<file path="src/hw/prc_pkg.sv">
package prc_pkg;
  // link widths
  localparam int ADDR_W = 7;
  localparam int DATA_W = 16;
  localparam int CFG_DEPTH = 128;
  localparam logic [15:0] CFG_WORD_RST = 16'h0000;

  // clock period, in ps
  localparam int CLK_PERIOD_PS = 5000;

  // reset sequence time after lock, in ns, rounded up to whole cycles
  localparam int RST_SEQ_NS = 100;
  localparam int RST_SEQ_CYC = (RST_SEQ_NS * 1000 + CLK_PERIOD_PS - 1) / CLK_PERIOD_PS;

  // clock edges from the sampled strobe to the ready acknowledge
  localparam int ACK_LAT_CYC = 2;

  // ref_clk cycles per half period of the shared phy clock
  localparam int PHY_DIV_CYC = 2;

  // interfaces joined in a multi-interface design
  localparam int N_INTF = 2;

  typedef enum logic [1:0] {
    PRC_RS_WAIT_LOCK = 2'h0,
    PRC_RS_COUNT = 2'h1,
    PRC_RS_DONE = 2'h3
  } prc_rs_e;

  typedef enum logic {
    PRC_XS_IDLE = 1'h0,
    PRC_XS_BUSY = 1'h1
  } prc_xs_e;

  typedef enum logic {
    PRC_HS_IDLE = 1'h0,
    PRC_HS_WAIT = 1'h1
  } prc_hs_e;
endpackage

</file>
<file path="src/hw/prc_if.sv">
`timescale 1ns/1ps
`default_nettype none
interface prc_if;
  // transaction request, fabric logic to device
  logic [prc_pkg::ADDR_W-1:0] cfg_addr;
  logic cfg_strobe;
  logic cfg_write_sel;
  logic [prc_pkg::DATA_W-1:0] reconfig_write_word;
  // transaction answer, device to fabric logic
  logic [prc_pkg::DATA_W-1:0] cfg_read_word;
  logic cfg_ack;
  // multi-interface support
  logic rst_seq_done;
  logic intf_rdy;
  logic multi_intf_lock_in;
  logic shared_second_phy_clock_out;

  modport dev (
    input cfg_addr,
    input cfg_strobe,
    input cfg_write_sel,
    input reconfig_write_word,
    input multi_intf_lock_in,
    output cfg_read_word,
    output cfg_ack,
    output rst_seq_done,
    output intf_rdy,
    output shared_second_phy_clock_out
  );

  modport host (
    output cfg_addr,
    output cfg_strobe,
    output cfg_write_sel,
    output reconfig_write_word,
    output multi_intf_lock_in,
    input cfg_read_word,
    input cfg_ack,
    input rst_seq_done,
    input intf_rdy,
    input shared_second_phy_clock_out
  );
endinterface // prc_if
`default_nettype wire

</file>
<file path="src/hw/prc_device_end.sv">
// Function
// 7-bit address matters only with strobe
// fabric starts each transaction with strobe
// write-select high writes, low reads
// write word captured in strobe cycle
// acknowledge ends transaction; read word valid then
// interface-ready rises after reset sequence completes
// combined lock is AND of all locks
// fabric-side ports run on application clock
// master drives second phy clock on shared output
// reset-sequence-done gates fabric transactions
// strobe one cycle; wait for acknowledge
// acknowledge is one cycle per transaction
`timescale 1ns/1ps
`default_nettype none
module prc_device_end #(
  parameter bit MULTI_INTF_EN = 1'b1,
  parameter bit IS_MASTER = 1'b1,
  parameter int unsigned RST_SEQ_CYCLES = prc_pkg::RST_SEQ_CYC,
  parameter int unsigned ACK_LAT = prc_pkg::ACK_LAT_CYC,
  parameter int unsigned PHY_DIV = prc_pkg::PHY_DIV_CYC
) (
  // clock and reset; ref_clk stands for the reconfiguration, register-unit
  // and application clocks, which are one clock here
  input wire logic ref_clk,
  input wire logic reset,
  // link to the fabric logic
  prc_if.dev lnk,
  // user side
  input wire logic local_pll_lock,
  output logic seq_done
);
  localparam int AW = prc_pkg::ADDR_W;
  localparam int DW = prc_pkg::DATA_W;
  localparam int RCW = $clog2(RST_SEQ_CYCLES + 1);
  localparam int LCW = $clog2(ACK_LAT + 1);
  localparam int PCW = $clog2(PHY_DIV + 1);
  localparam logic [RCW-1:0] RST_LAST = RCW'(RST_SEQ_CYCLES - 1);
  localparam logic [LCW-1:0] LAT_LAST = LCW'(ACK_LAT - 1);
  localparam logic [PCW-1:0] PHY_LAST = PCW'(PHY_DIV - 1);

  // reset sequence state
  prc_pkg::prc_rs_e rs_r;
  prc_pkg::prc_rs_e rs_nxt;
  logic [RCW-1:0] rs_cnt_r;
  logic [RCW-1:0] rs_cnt_nxt;
  logic done_r;
  logic done_nxt;
  logic intf_rdy_r;
  logic intf_rdy_nxt;
  logic lock_src;

  // transaction state
  prc_pkg::prc_xs_e xs_r;
  prc_pkg::prc_xs_e xs_nxt;
  logic [LCW-1:0] lat_cnt_r;
  logic [LCW-1:0] lat_cnt_nxt;
  logic [AW-1:0] addr_r;
  logic [AW-1:0] addr_nxt;
  logic wsel_r;
  logic wsel_nxt;
  logic [DW-1:0] wword_r;
  logic [DW-1:0] wword_nxt;
  logic ack_r;
  logic ack_nxt;
  logic [DW-1:0] rdata_r;
  logic [DW-1:0] rdata_nxt;
  logic finish;
  logic wr_en;

  // configuration words
  logic [DW-1:0] mem_r [prc_pkg::CFG_DEPTH];
  logic [DW-1:0] mem_nxt [prc_pkg::CFG_DEPTH];

  // shared phy clock divider
  logic [PCW-1:0] phy_cnt_r;
  logic [PCW-1:0] phy_cnt_nxt;
  logic phy_clk_r;
  logic phy_clk_nxt;

  // lock source: the combined lock when several interfaces share the pll
  assign lock_src = MULTI_INTF_EN ? lnk.multi_intf_lock_in : local_pll_lock;

  always_comb begin
    rs_nxt = rs_r;
    rs_cnt_nxt = rs_cnt_r;
    unique case (rs_r)
      prc_pkg::PRC_RS_WAIT_LOCK: begin
        if (lock_src) begin
          rs_nxt = prc_pkg::PRC_RS_COUNT;
          rs_cnt_nxt = '0;
        end
      end
      prc_pkg::PRC_RS_COUNT: begin
        if (rs_cnt_r == RST_LAST) begin
          rs_nxt = prc_pkg::PRC_RS_DONE;
        end else begin
          rs_cnt_nxt = rs_cnt_r + RCW'(1);
        end
      end
      prc_pkg::PRC_RS_DONE: begin
        rs_nxt = prc_pkg::PRC_RS_DONE;
      end
      default: begin
        rs_nxt = prc_pkg::PRC_RS_WAIT_LOCK;
      end
    endcase
    // done stays up once reached; a later loss of lock needs a reset
    done_nxt = (rs_nxt == prc_pkg::PRC_RS_DONE);
    intf_rdy_nxt = MULTI_INTF_EN && (rs_nxt == prc_pkg::PRC_RS_DONE);
  end

  always_ff @(posedge ref_clk) begin
    if (reset) begin
      rs_r <= prc_pkg::PRC_RS_WAIT_LOCK;
      rs_cnt_r <= '0;
      done_r <= 1'b0;
      intf_rdy_r <= 1'b0;
    end else begin
      rs_r <= rs_nxt;
      rs_cnt_r <= rs_cnt_nxt;
      done_r <= done_nxt;
      intf_rdy_r <= intf_rdy_nxt;
    end
  end

  assign finish = (xs_r == prc_pkg::PRC_XS_BUSY) && (lat_cnt_r == LAT_LAST);
  assign wr_en = finish && wsel_r;

  // a strobe while busy or before the reset sequence is ignored, so a
  // fabric that breaks the one-at-a-time order loses that request
  always_comb begin
    xs_nxt = xs_r;
    lat_cnt_nxt = lat_cnt_r;
    addr_nxt = addr_r;
    wsel_nxt = wsel_r;
    wword_nxt = wword_r;
    ack_nxt = 1'b0;
    rdata_nxt = '0;
    unique case (xs_r)
      prc_pkg::PRC_XS_IDLE: begin
        if (lnk.cfg_strobe && done_r) begin
          xs_nxt = prc_pkg::PRC_XS_BUSY;
          lat_cnt_nxt = '0;
          addr_nxt = lnk.cfg_addr;
          wsel_nxt = lnk.cfg_write_sel;
          wword_nxt = lnk.reconfig_write_word;
        end
      end
      prc_pkg::PRC_XS_BUSY: begin
        if (finish) begin
          xs_nxt = prc_pkg::PRC_XS_IDLE;
          ack_nxt = 1'b1;
          if (!wsel_r) begin
            rdata_nxt = mem_r[addr_r];
          end
        end else begin
          lat_cnt_nxt = lat_cnt_r + LCW'(1);
        end
      end
    endcase
  end

  always_ff @(posedge ref_clk) begin
    if (reset) begin
      xs_r <= prc_pkg::PRC_XS_IDLE;
      lat_cnt_r <= '0;
      addr_r <= '0;
      wsel_r <= 1'b0;
      wword_r <= '0;
      ack_r <= 1'b0;
      rdata_r <= '0;
    end else begin
      xs_r <= xs_nxt;
      lat_cnt_r <= lat_cnt_nxt;
      addr_r <= addr_nxt;
      wsel_r <= wsel_nxt;
      wword_r <= wword_nxt;
      ack_r <= ack_nxt;
      rdata_r <= rdata_nxt;
    end
  end

  // configuration word store, one flop group per entry
  for (genvar i = 0; i < prc_pkg::CFG_DEPTH; i++) begin : g_word
    always_comb begin
      mem_nxt[i] = mem_r[i];
      if (wr_en && (addr_r == AW'(i))) begin
        mem_nxt[i] = wword_r;
      end
    end

    always_ff @(posedge ref_clk) begin
      if (reset) begin
        mem_r[i] <= prc_pkg::CFG_WORD_RST;
      end else begin
        mem_r[i] <= mem_nxt[i];
      end
    end
  end

  // stand-in for the second pll's phy clock; a real part takes it from the pll
  always_comb begin
    phy_cnt_nxt = phy_cnt_r;
    phy_clk_nxt = phy_clk_r;
    if (IS_MASTER) begin
      if (phy_cnt_r == PHY_LAST) begin
        phy_cnt_nxt = '0;
        phy_clk_nxt = !phy_clk_r;
      end else begin
        phy_cnt_nxt = phy_cnt_r + PCW'(1);
      end
    end
  end

  always_ff @(posedge ref_clk) begin
    if (reset) begin
      phy_cnt_r <= '0;
      phy_clk_r <= 1'b0;
    end else begin
      phy_cnt_r <= phy_cnt_nxt;
      phy_clk_r <= phy_clk_nxt;
    end
  end

  // all fabric-side outputs come from ref_clk flops
  assign lnk.cfg_ack = ack_r;
  assign lnk.cfg_read_word = rdata_r;
  assign lnk.rst_seq_done = done_r;
  assign lnk.intf_rdy = intf_rdy_r;
  assign lnk.shared_second_phy_clock_out = phy_clk_r;
  assign seq_done = done_r;
endmodule // prc_device_end
`default_nettype wire

</file>
<file path="src/flat_wrapper.sv">
// flat-port wrapper written by rule: the top's interface ports become plain ports
module prc_device_end_flat 
#(
  parameter bit MULTI_INTF_EN = 1'b1,
  parameter bit IS_MASTER = 1'b1,
  parameter int unsigned RST_SEQ_CYCLES = prc_pkg::RST_SEQ_CYC,
  parameter int unsigned ACK_LAT = prc_pkg::ACK_LAT_CYC,
  parameter int unsigned PHY_DIV = prc_pkg::PHY_DIV_CYC
)
  (ref_clk, reset, local_pll_lock, seq_done, lnk_cfg_addr, lnk_cfg_strobe, lnk_cfg_write_sel, lnk_reconfig_write_word, lnk_multi_intf_lock_in, lnk_cfg_read_word, lnk_cfg_ack, lnk_rst_seq_done, lnk_intf_rdy, lnk_shared_second_phy_clock_out);
  prc_if lnk_i ();
  input wire logic ref_clk;
  input wire logic reset;
  input wire logic local_pll_lock;
  output logic seq_done;
  input wire logic [$bits(lnk_i.cfg_addr)-1:0] lnk_cfg_addr;
  input wire logic [$bits(lnk_i.cfg_strobe)-1:0] lnk_cfg_strobe;
  input wire logic [$bits(lnk_i.cfg_write_sel)-1:0] lnk_cfg_write_sel;
  input wire logic [$bits(lnk_i.reconfig_write_word)-1:0] lnk_reconfig_write_word;
  input wire logic [$bits(lnk_i.multi_intf_lock_in)-1:0] lnk_multi_intf_lock_in;
  output wire logic [$bits(lnk_i.cfg_read_word)-1:0] lnk_cfg_read_word;
  output wire logic [$bits(lnk_i.cfg_ack)-1:0] lnk_cfg_ack;
  output wire logic [$bits(lnk_i.rst_seq_done)-1:0] lnk_rst_seq_done;
  output wire logic [$bits(lnk_i.intf_rdy)-1:0] lnk_intf_rdy;
  output wire logic [$bits(lnk_i.shared_second_phy_clock_out)-1:0] lnk_shared_second_phy_clock_out;
  assign lnk_i.cfg_addr = lnk_cfg_addr;
  assign lnk_i.cfg_strobe = lnk_cfg_strobe;
  assign lnk_i.cfg_write_sel = lnk_cfg_write_sel;
  assign lnk_i.reconfig_write_word = lnk_reconfig_write_word;
  assign lnk_i.multi_intf_lock_in = lnk_multi_intf_lock_in;
  assign lnk_cfg_read_word = lnk_i.cfg_read_word;
  assign lnk_cfg_ack = lnk_i.cfg_ack;
  assign lnk_rst_seq_done = lnk_i.rst_seq_done;
  assign lnk_intf_rdy = lnk_i.intf_rdy;
  assign lnk_shared_second_phy_clock_out = lnk_i.shared_second_phy_clock_out;
  prc_device_end #(.MULTI_INTF_EN(MULTI_INTF_EN), .IS_MASTER(IS_MASTER), .RST_SEQ_CYCLES(RST_SEQ_CYCLES), .ACK_LAT(ACK_LAT), .PHY_DIV(PHY_DIV)) u_core (.ref_clk(ref_clk), .reset(reset), .lnk(lnk_i), .local_pll_lock(local_pll_lock), .seq_done(seq_done));
endmodule
</file>
<file path="config.mk">
export PLATFORM = sky130hd
export DESIGN_NAME = prc_device_end_flat
export DESIGN_NICKNAME = d
export VERILOG_FILES = /design/src/hw/prc_pkg.sv /design/src/hw/prc_if.sv /design/src/hw/prc_device_end.sv /design/src/flat_wrapper.sv
export SDC_FILE = /design/constraint.sdc
export NUM_CORES = 2
export LEC_CHECK = 0
export ABC_AREA = 1
export BUFFER_PORTS_ARGS = -buffer_cell sky130_fd_sc_hd__buf_2
export CORE_MARGIN = 5
export CORE_UTILIZATION = 55
export CTS_CLUSTER_DIAMETER = 50
export DETAILED_ROUTE_END_ITERATION = 7
export PLACE_DENSITY = 0.69
export SLEW_MARGIN = 0
export SYNTH_ARGS = -nofsm -noshare
export SYNTH_HDL_FRONTEND = slang
export SYNTH_SLANG_ARGS = --single-unit
</file>
<file path="constraint.sdc">
create_clock -name ref_clk -period 3.4 [get_ports ref_clk]
set_clock_uncertainty 0.05 [all_clocks]
set_input_delay 0.34 -clock ref_clk [delete_from_list [all_inputs] [get_ports ref_clk]]
set_output_delay 0.34 -clock ref_clk [all_outputs]
set_load 0.01 [all_outputs]
</file>
## Yosys cells after proc, flatten, opt, wreduce, memory -nomap -nowiden

Memory sizes are Yosys's and may differ from the RTL's. A register that Yosys moved wholly into a read port is not among the register bits.
Cells that the tools add are included.

| word-level totals | value |
|---|---|
| output and inout port bits | 21 |
| memory bits (writable) | 2048 |
| flip-flop bits (word level) | 39 |
| memories | 1 |
| input port bits | 29 |

Memory list:

| name | depth | width | rd ports | clocked after memory_dff | wr ports | RTL line | RTL |
|---|---|---|---|---|---|---|---|
| u_core.mem_r | 128 | 16 | 1 | 1 | 128 | prc_device_end.sv:72 | `logic [DW-1:0] mem_r [prc_pkg::CFG_DEPTH];` |

| cells by class | value |
|---|---|
| multiplexer cells | 272 |
| reductions and logical operators | 269 |
| bitwise logic cells | 130 |
| add/subtract/negate cells | 3 |
| equality and inequality tests | 265 |

Operator list:

| operator | number |
|---|---|
| 16-bit two-way mux | 256 |
| 7-bit equality test (second input constant) | 64 |
| 2-bit AND reduction | 130 |
| 7-bit by 6-bit equality test with 1-bit output (second input constant) | 32 |
| 1-bit logical AND | 131 |
| 1-bit != test (second input constant) | 128 |
| 1-bit bitwise OR | 128 |
| 7-bit by 5-bit equality test with 1-bit output (second input constant) | 16 |
| 7-bit by 4-bit equality test with 1-bit output (second input constant) | 8 |
| 7-bit by 3-bit equality test with 1-bit output (second input constant) | 4 |
| 7-bit by 2-bit equality test with 1-bit output (second input constant) | 2 |
| 5-bit two-way mux | 2 |
| 5-bit one-hot mux with 2 select lines | 1 |
| 2-bit two-way mux | 4 |
| 7-bit by 1-bit equality test with 1-bit output (second input constant) | 1 |
| 7-bit zero test | 1 |
| 2-bit by 1-bit equality test with 1-bit output (second input constant) | 3 |
| 1-bit two-way mux | 6 |
| 2-bit != test (second input constant) | 3 |
| 2-bit one-hot mux with 3 select lines | 1 |
| 5-bit by 1-bit adder with 5-bit output (second input constant) | 1 |
| 5-bit equality test (second input constant) | 1 |
| 2-bit by 1-bit adder with 2-bit output (second input constant) | 2 |
| 2-bit equality test (second input constant) | 2 |
| 10 further kinds | 12 |

## Longest topological paths before layout

| logic depth | value |
|---|---|
| depth after elaboration | 7 |
| depth in mapped cells | 17 |
| gate-level depth less buffers | 13 |

## Worst setup path before layout

Ideal clock, no wire load.

| timing | value |
|---|---|
| kind | reg-to-reg |
| from | register u_core.lat_cnt_r[0] |
| to | memory u_core.mem_r[108][0] (netlist bit), enable pin |
| library setup time | 411 ps |
| cell stages (with the launch flop) | 8 |
| slack | 502 ps |
| arrival | 2436 ps |
| clock period less this slack | 2898 ps |
| required time | 2939 ps |
| cells stage by stage | dfxtp_1 > ha_1 > nand3_1 > nor2_1 > inv_1 > nor2_2 > inv_1 > o21ai_0 |

RTL lines:

| item | RTL line | RTL |
|---|---|---|
| start: declaration | prc_device_end.sv:56 | `logic [LCW-1:0] lat_cnt_r;` |
| start signal: assignment | prc_device_end.sv:175 | `lat_cnt_r <= lat_cnt_nxt;` |
| end: declaration | prc_device_end.sv:72 |  |

==> qor.yml <==
drtIter0Drc: 10923
clock-sinks: 2103
yosysMostFrequentCell: "nand2_1"
p_int_mw: 42.9
numCtsBuffers: 212
yosysSeqAreaShare: 0.660
ios: 50
synth.top_cells.by_count: "nand2_1 (3,546), nor2_1 (2,238), edfxtp_1 (2,048)"
vias: 73052
maxCapViolations: 0
placed_area_um2: 98900
failed_checks: "DRC"
cp_slowest_cell: "dfxtp_4"
ir_worst_vdd_v: 0.000600
path_clk_slew_ps: 60
dr.max_layer_used: "met4"
root_buffer: "clkbuf_16"
post_drt_wl_per_cell_um: 24.6
drv_slew: 0
drive_above_1_share: 0.0939
clkLatencyLatePin_ps: 870
fillerInstances: 13889
outcome: "finished, violations left"
setup_viol: 0
antenna_found_initial: 2
hold_violations: 0
finalWorstPathRequiredPeriod_ps: 3300
cts_tree: "done"
cts_resized: 0
multi_input_area_um2: 28600
wl_met3_mm: 38.6
ant_nets: 0
synthTopCellsByArea: "edfxtp_1 (65%), nand2_1 (14%), nor2_1 (8.9%), nand3_1 (2.2%), nand4_1 (1.8%)"
worstHoldStart: "lnk_cfg_addr[2]"
ff2ff_path_depth: 11
drc: 1
die_h_um: 425
dpl.hpwl_mm: 180
ys_async_sr_fraction: 0
required_ps: 4090
r2r_setup_slack_ps: 100
synth_edf_count: 2048
regArea_um2: 62600
coreArea_um2: 172000
slowest_delay_ps: 650
hold_path.class: "input port to register"
crit_type: "register to register"
die-area_um2: 181000
grt_max_degree: 124
grt_overflow: 0
clkPwrFrac: 0.418
crit_fanout: 123
ys_types: 30
portBuffers: 48
rsz0062_at_grt: "no"
syn_to_final_growth_pct: 11.6
holdPathStages: 3
crit_arrival_ps: 4000
r2r-end: "u_core.lnk.cfg_read_word[14]$_SDFF_PP0_"
drt_pass1_iterations: 8
crit_path_end_kind: "register"
wl_met1_mm: 110
yosys_most_used_dff: "edfxtp_1"
synth_area_um2: 94800
switching_power_mw: 11.6
grt_pass1_wl_mm: 442
min_to: "u_core.addr_r[2]$_SDFFE_PP0P_"
tns_ps: 0
p_leak_nw: 37.4
yosysWarnings: 0
synth_top_area_cell: "edfxtp_1"
nNetsFinal: 9828
wirelength_mm: 302
cp_cell_sequence: "inv_8 -> buf_12 -> nand2_1 -> a21oi_1 -> o21ai_0 -> nand2_1 -> o21ai_0 -> buf_4 -> nand3_1 -> nor2_1 -> nor2_1"
final_area_um2: 106000
seqPwrFrac: 0.550
h-tree-depth: 4
fmax_mhz: 303
syn_area_per_cell_um2: 9.62
track_usage: 0.329
gp_congestion: 0.934
p_per_area_nw_per_um2: 514
die_x_um: 425
syn_inst: 9863
period_share: 0.971
cts_hold_buf: 26
synth_top_area_frac: 0.648
route.met2.wl_mm: 133
synth_fp_nets: 9895
vias_per_cell: 5.95
swShare: 0.213
power_frac_comb: 0.032
post-cts-setup-buffers: 0
worst_slew_pin_slew_ps: 1210
ys_ff_latch: 2103
initial_utilization: 0.553
max_slew_margin: 0.193
cp-start-kind: "register"
clk_path_buf_depth: 3
rows: 152
r2r_start: "u_core.addr_r[0]$_SDFFE_PP0P_"
grt_pass1_vias: 68727
final cells by class:
cell class | count | share of cell area
repair buffers | 503 | 0.0441
inverters | 71 | 0.00387
diodes | 2 | 0.0000473
multi-input cells | 6905 | 0.270
clock buffers | 267 | 0.0536
flip-flops and latches | 2103 | 0.592
clock inverters | 126 | 0.00965
well taps | 2310 | 0.0273
logic make-up after synthesis:
group,count (synthesis),share of synthesized area
XOR/XNOR,1,0.0000924
flip-flops,2103,0.660
AND/OR/NAND/NOR,6588,0.283
adder cells (fa/ha/maj),3,0.000396
AO/OA/AOI/OAI,313,0.0165
buffers and inverters,855,0.0396
how the worst max path moves through the flow:
stage	slack, ps	cells past startpoint	to	from
2_1_floorplan	500	7	u_core.mem_r[108][0]$_SDFFCE_PN0P_	u_core.lat_cnt_r[0]$_SDFFE_PP0P_
3_3_place_gp	300	8	u_core.mem_r[88][14]$_SDFFCE_PN0P_	u_core.addr_r[0]$_SDFFE_PP0P_
3_5_place_dp	230	8	u_core.mem_r[40][6]$_SDFFCE_PN0P_	u_core.addr_r[0]$_SDFFE_PP0P_
4_1_cts	210	8	u_core.mem_r[40][6]$_SDFFCE_PN0P_	u_core.addr_r[0]$_SDFFE_PP0P_
5_1_grt	60	8	u_core.mem_r[88][7]$_SDFFCE_PN0P_	u_core.lat_cnt_r[1]$_SDFFE_PP0P_
6_report	100	11	u_core.lnk.cfg_read_word[14]$_SDFF_PP0_	u_core.addr_r[0]$_SDFFE_PP0P_
through the flow:
step / power [mW] / cells / util / worst slack [ps] / hold WS, ps
floorplan: 31.4 / 9863 / - / 502 / 348
global route: 55.8 / 12285 / 0.617 / 55.4 / 55.1
CTS: 54.5 / 12285 / 0.617 / 213 / 66.6
finish: 54.4 / 12287 / 0.617 / 97.4 / 84.2
global placement: 32.1 / 11866 / 0.576 / 304 / 356
detailed placement: 32.1 / 11866 / 0.576 / 228 / 373
routing by layer:
metal  GRT usage  up-vias
met1       0.449    34963
met5           0        -
li1            -    32388
met3      0.0717      794
met2       0.495     4907
met4       0.183        0
critical path: cells and delay by family, from the launching register on:
kind | cells | cell delay, ps
AO/OA/AOI/OAI | 3 | 930
buffers and inverters | 3 | 690
flip-flops | 1 | 650
AND/OR/NAND/NOR | 5 | 730
cells in the final DEF (no fill, tap or decap), types with 13 or more instances in the layout:
cell	n
a21oi_1	61
buf_12	76
buf_2	48
buf_4	353
bufinv_16	13
clkbuf_1	45
clkbuf_16	217
clkinv_1	50
clkinv_2	45
dfxtp_1	53
dlygate4sd3_1	26
edfxtp_1	2048
inv_1	32
inv_6	23
nand2_1	3546
nand3_1	416
nand3_2	53
nand3_4	32
nand4_1	274
nor2_1	2236
o21ai_0	124
o21ai_1	116
power groups by stage:
stage / Sequential, mW / Clock, mW / Combinational, mW
CTS: 29.9 / 22.8 / 1.71
detailed placement: 30.5 / 0 / 1.68
finish: 29.9 / 22.8 / 1.73
global placement: 30.4 / 0 / 1.65
global route: 30.0 / 23.9 / 1.87
floorplan: 30.4 / 0 / 0.977
state kept, by name, indices dropped and copies added (netlist names):
name                                    cells
u_core.lnk.shared_second_phy_clock_out      1
u_core.rs_r                                 2
u_core.addr_r                               7
u_core.mem_r                             2048
u_core.lnk.cfg_ack                          1
u_core.lnk.intf_rdy                         1
u_core.lat_cnt_r                            2
u_core.wsel_r                               1
u_core.lnk.cfg_read_word                   16
u_core.phy_cnt_r                            2
u_core.xs_r                                 1
u_core.wword_r                             16
u_core.rs_cnt_r                             5
No activity file was read; power rests on OpenSTA's default activity.
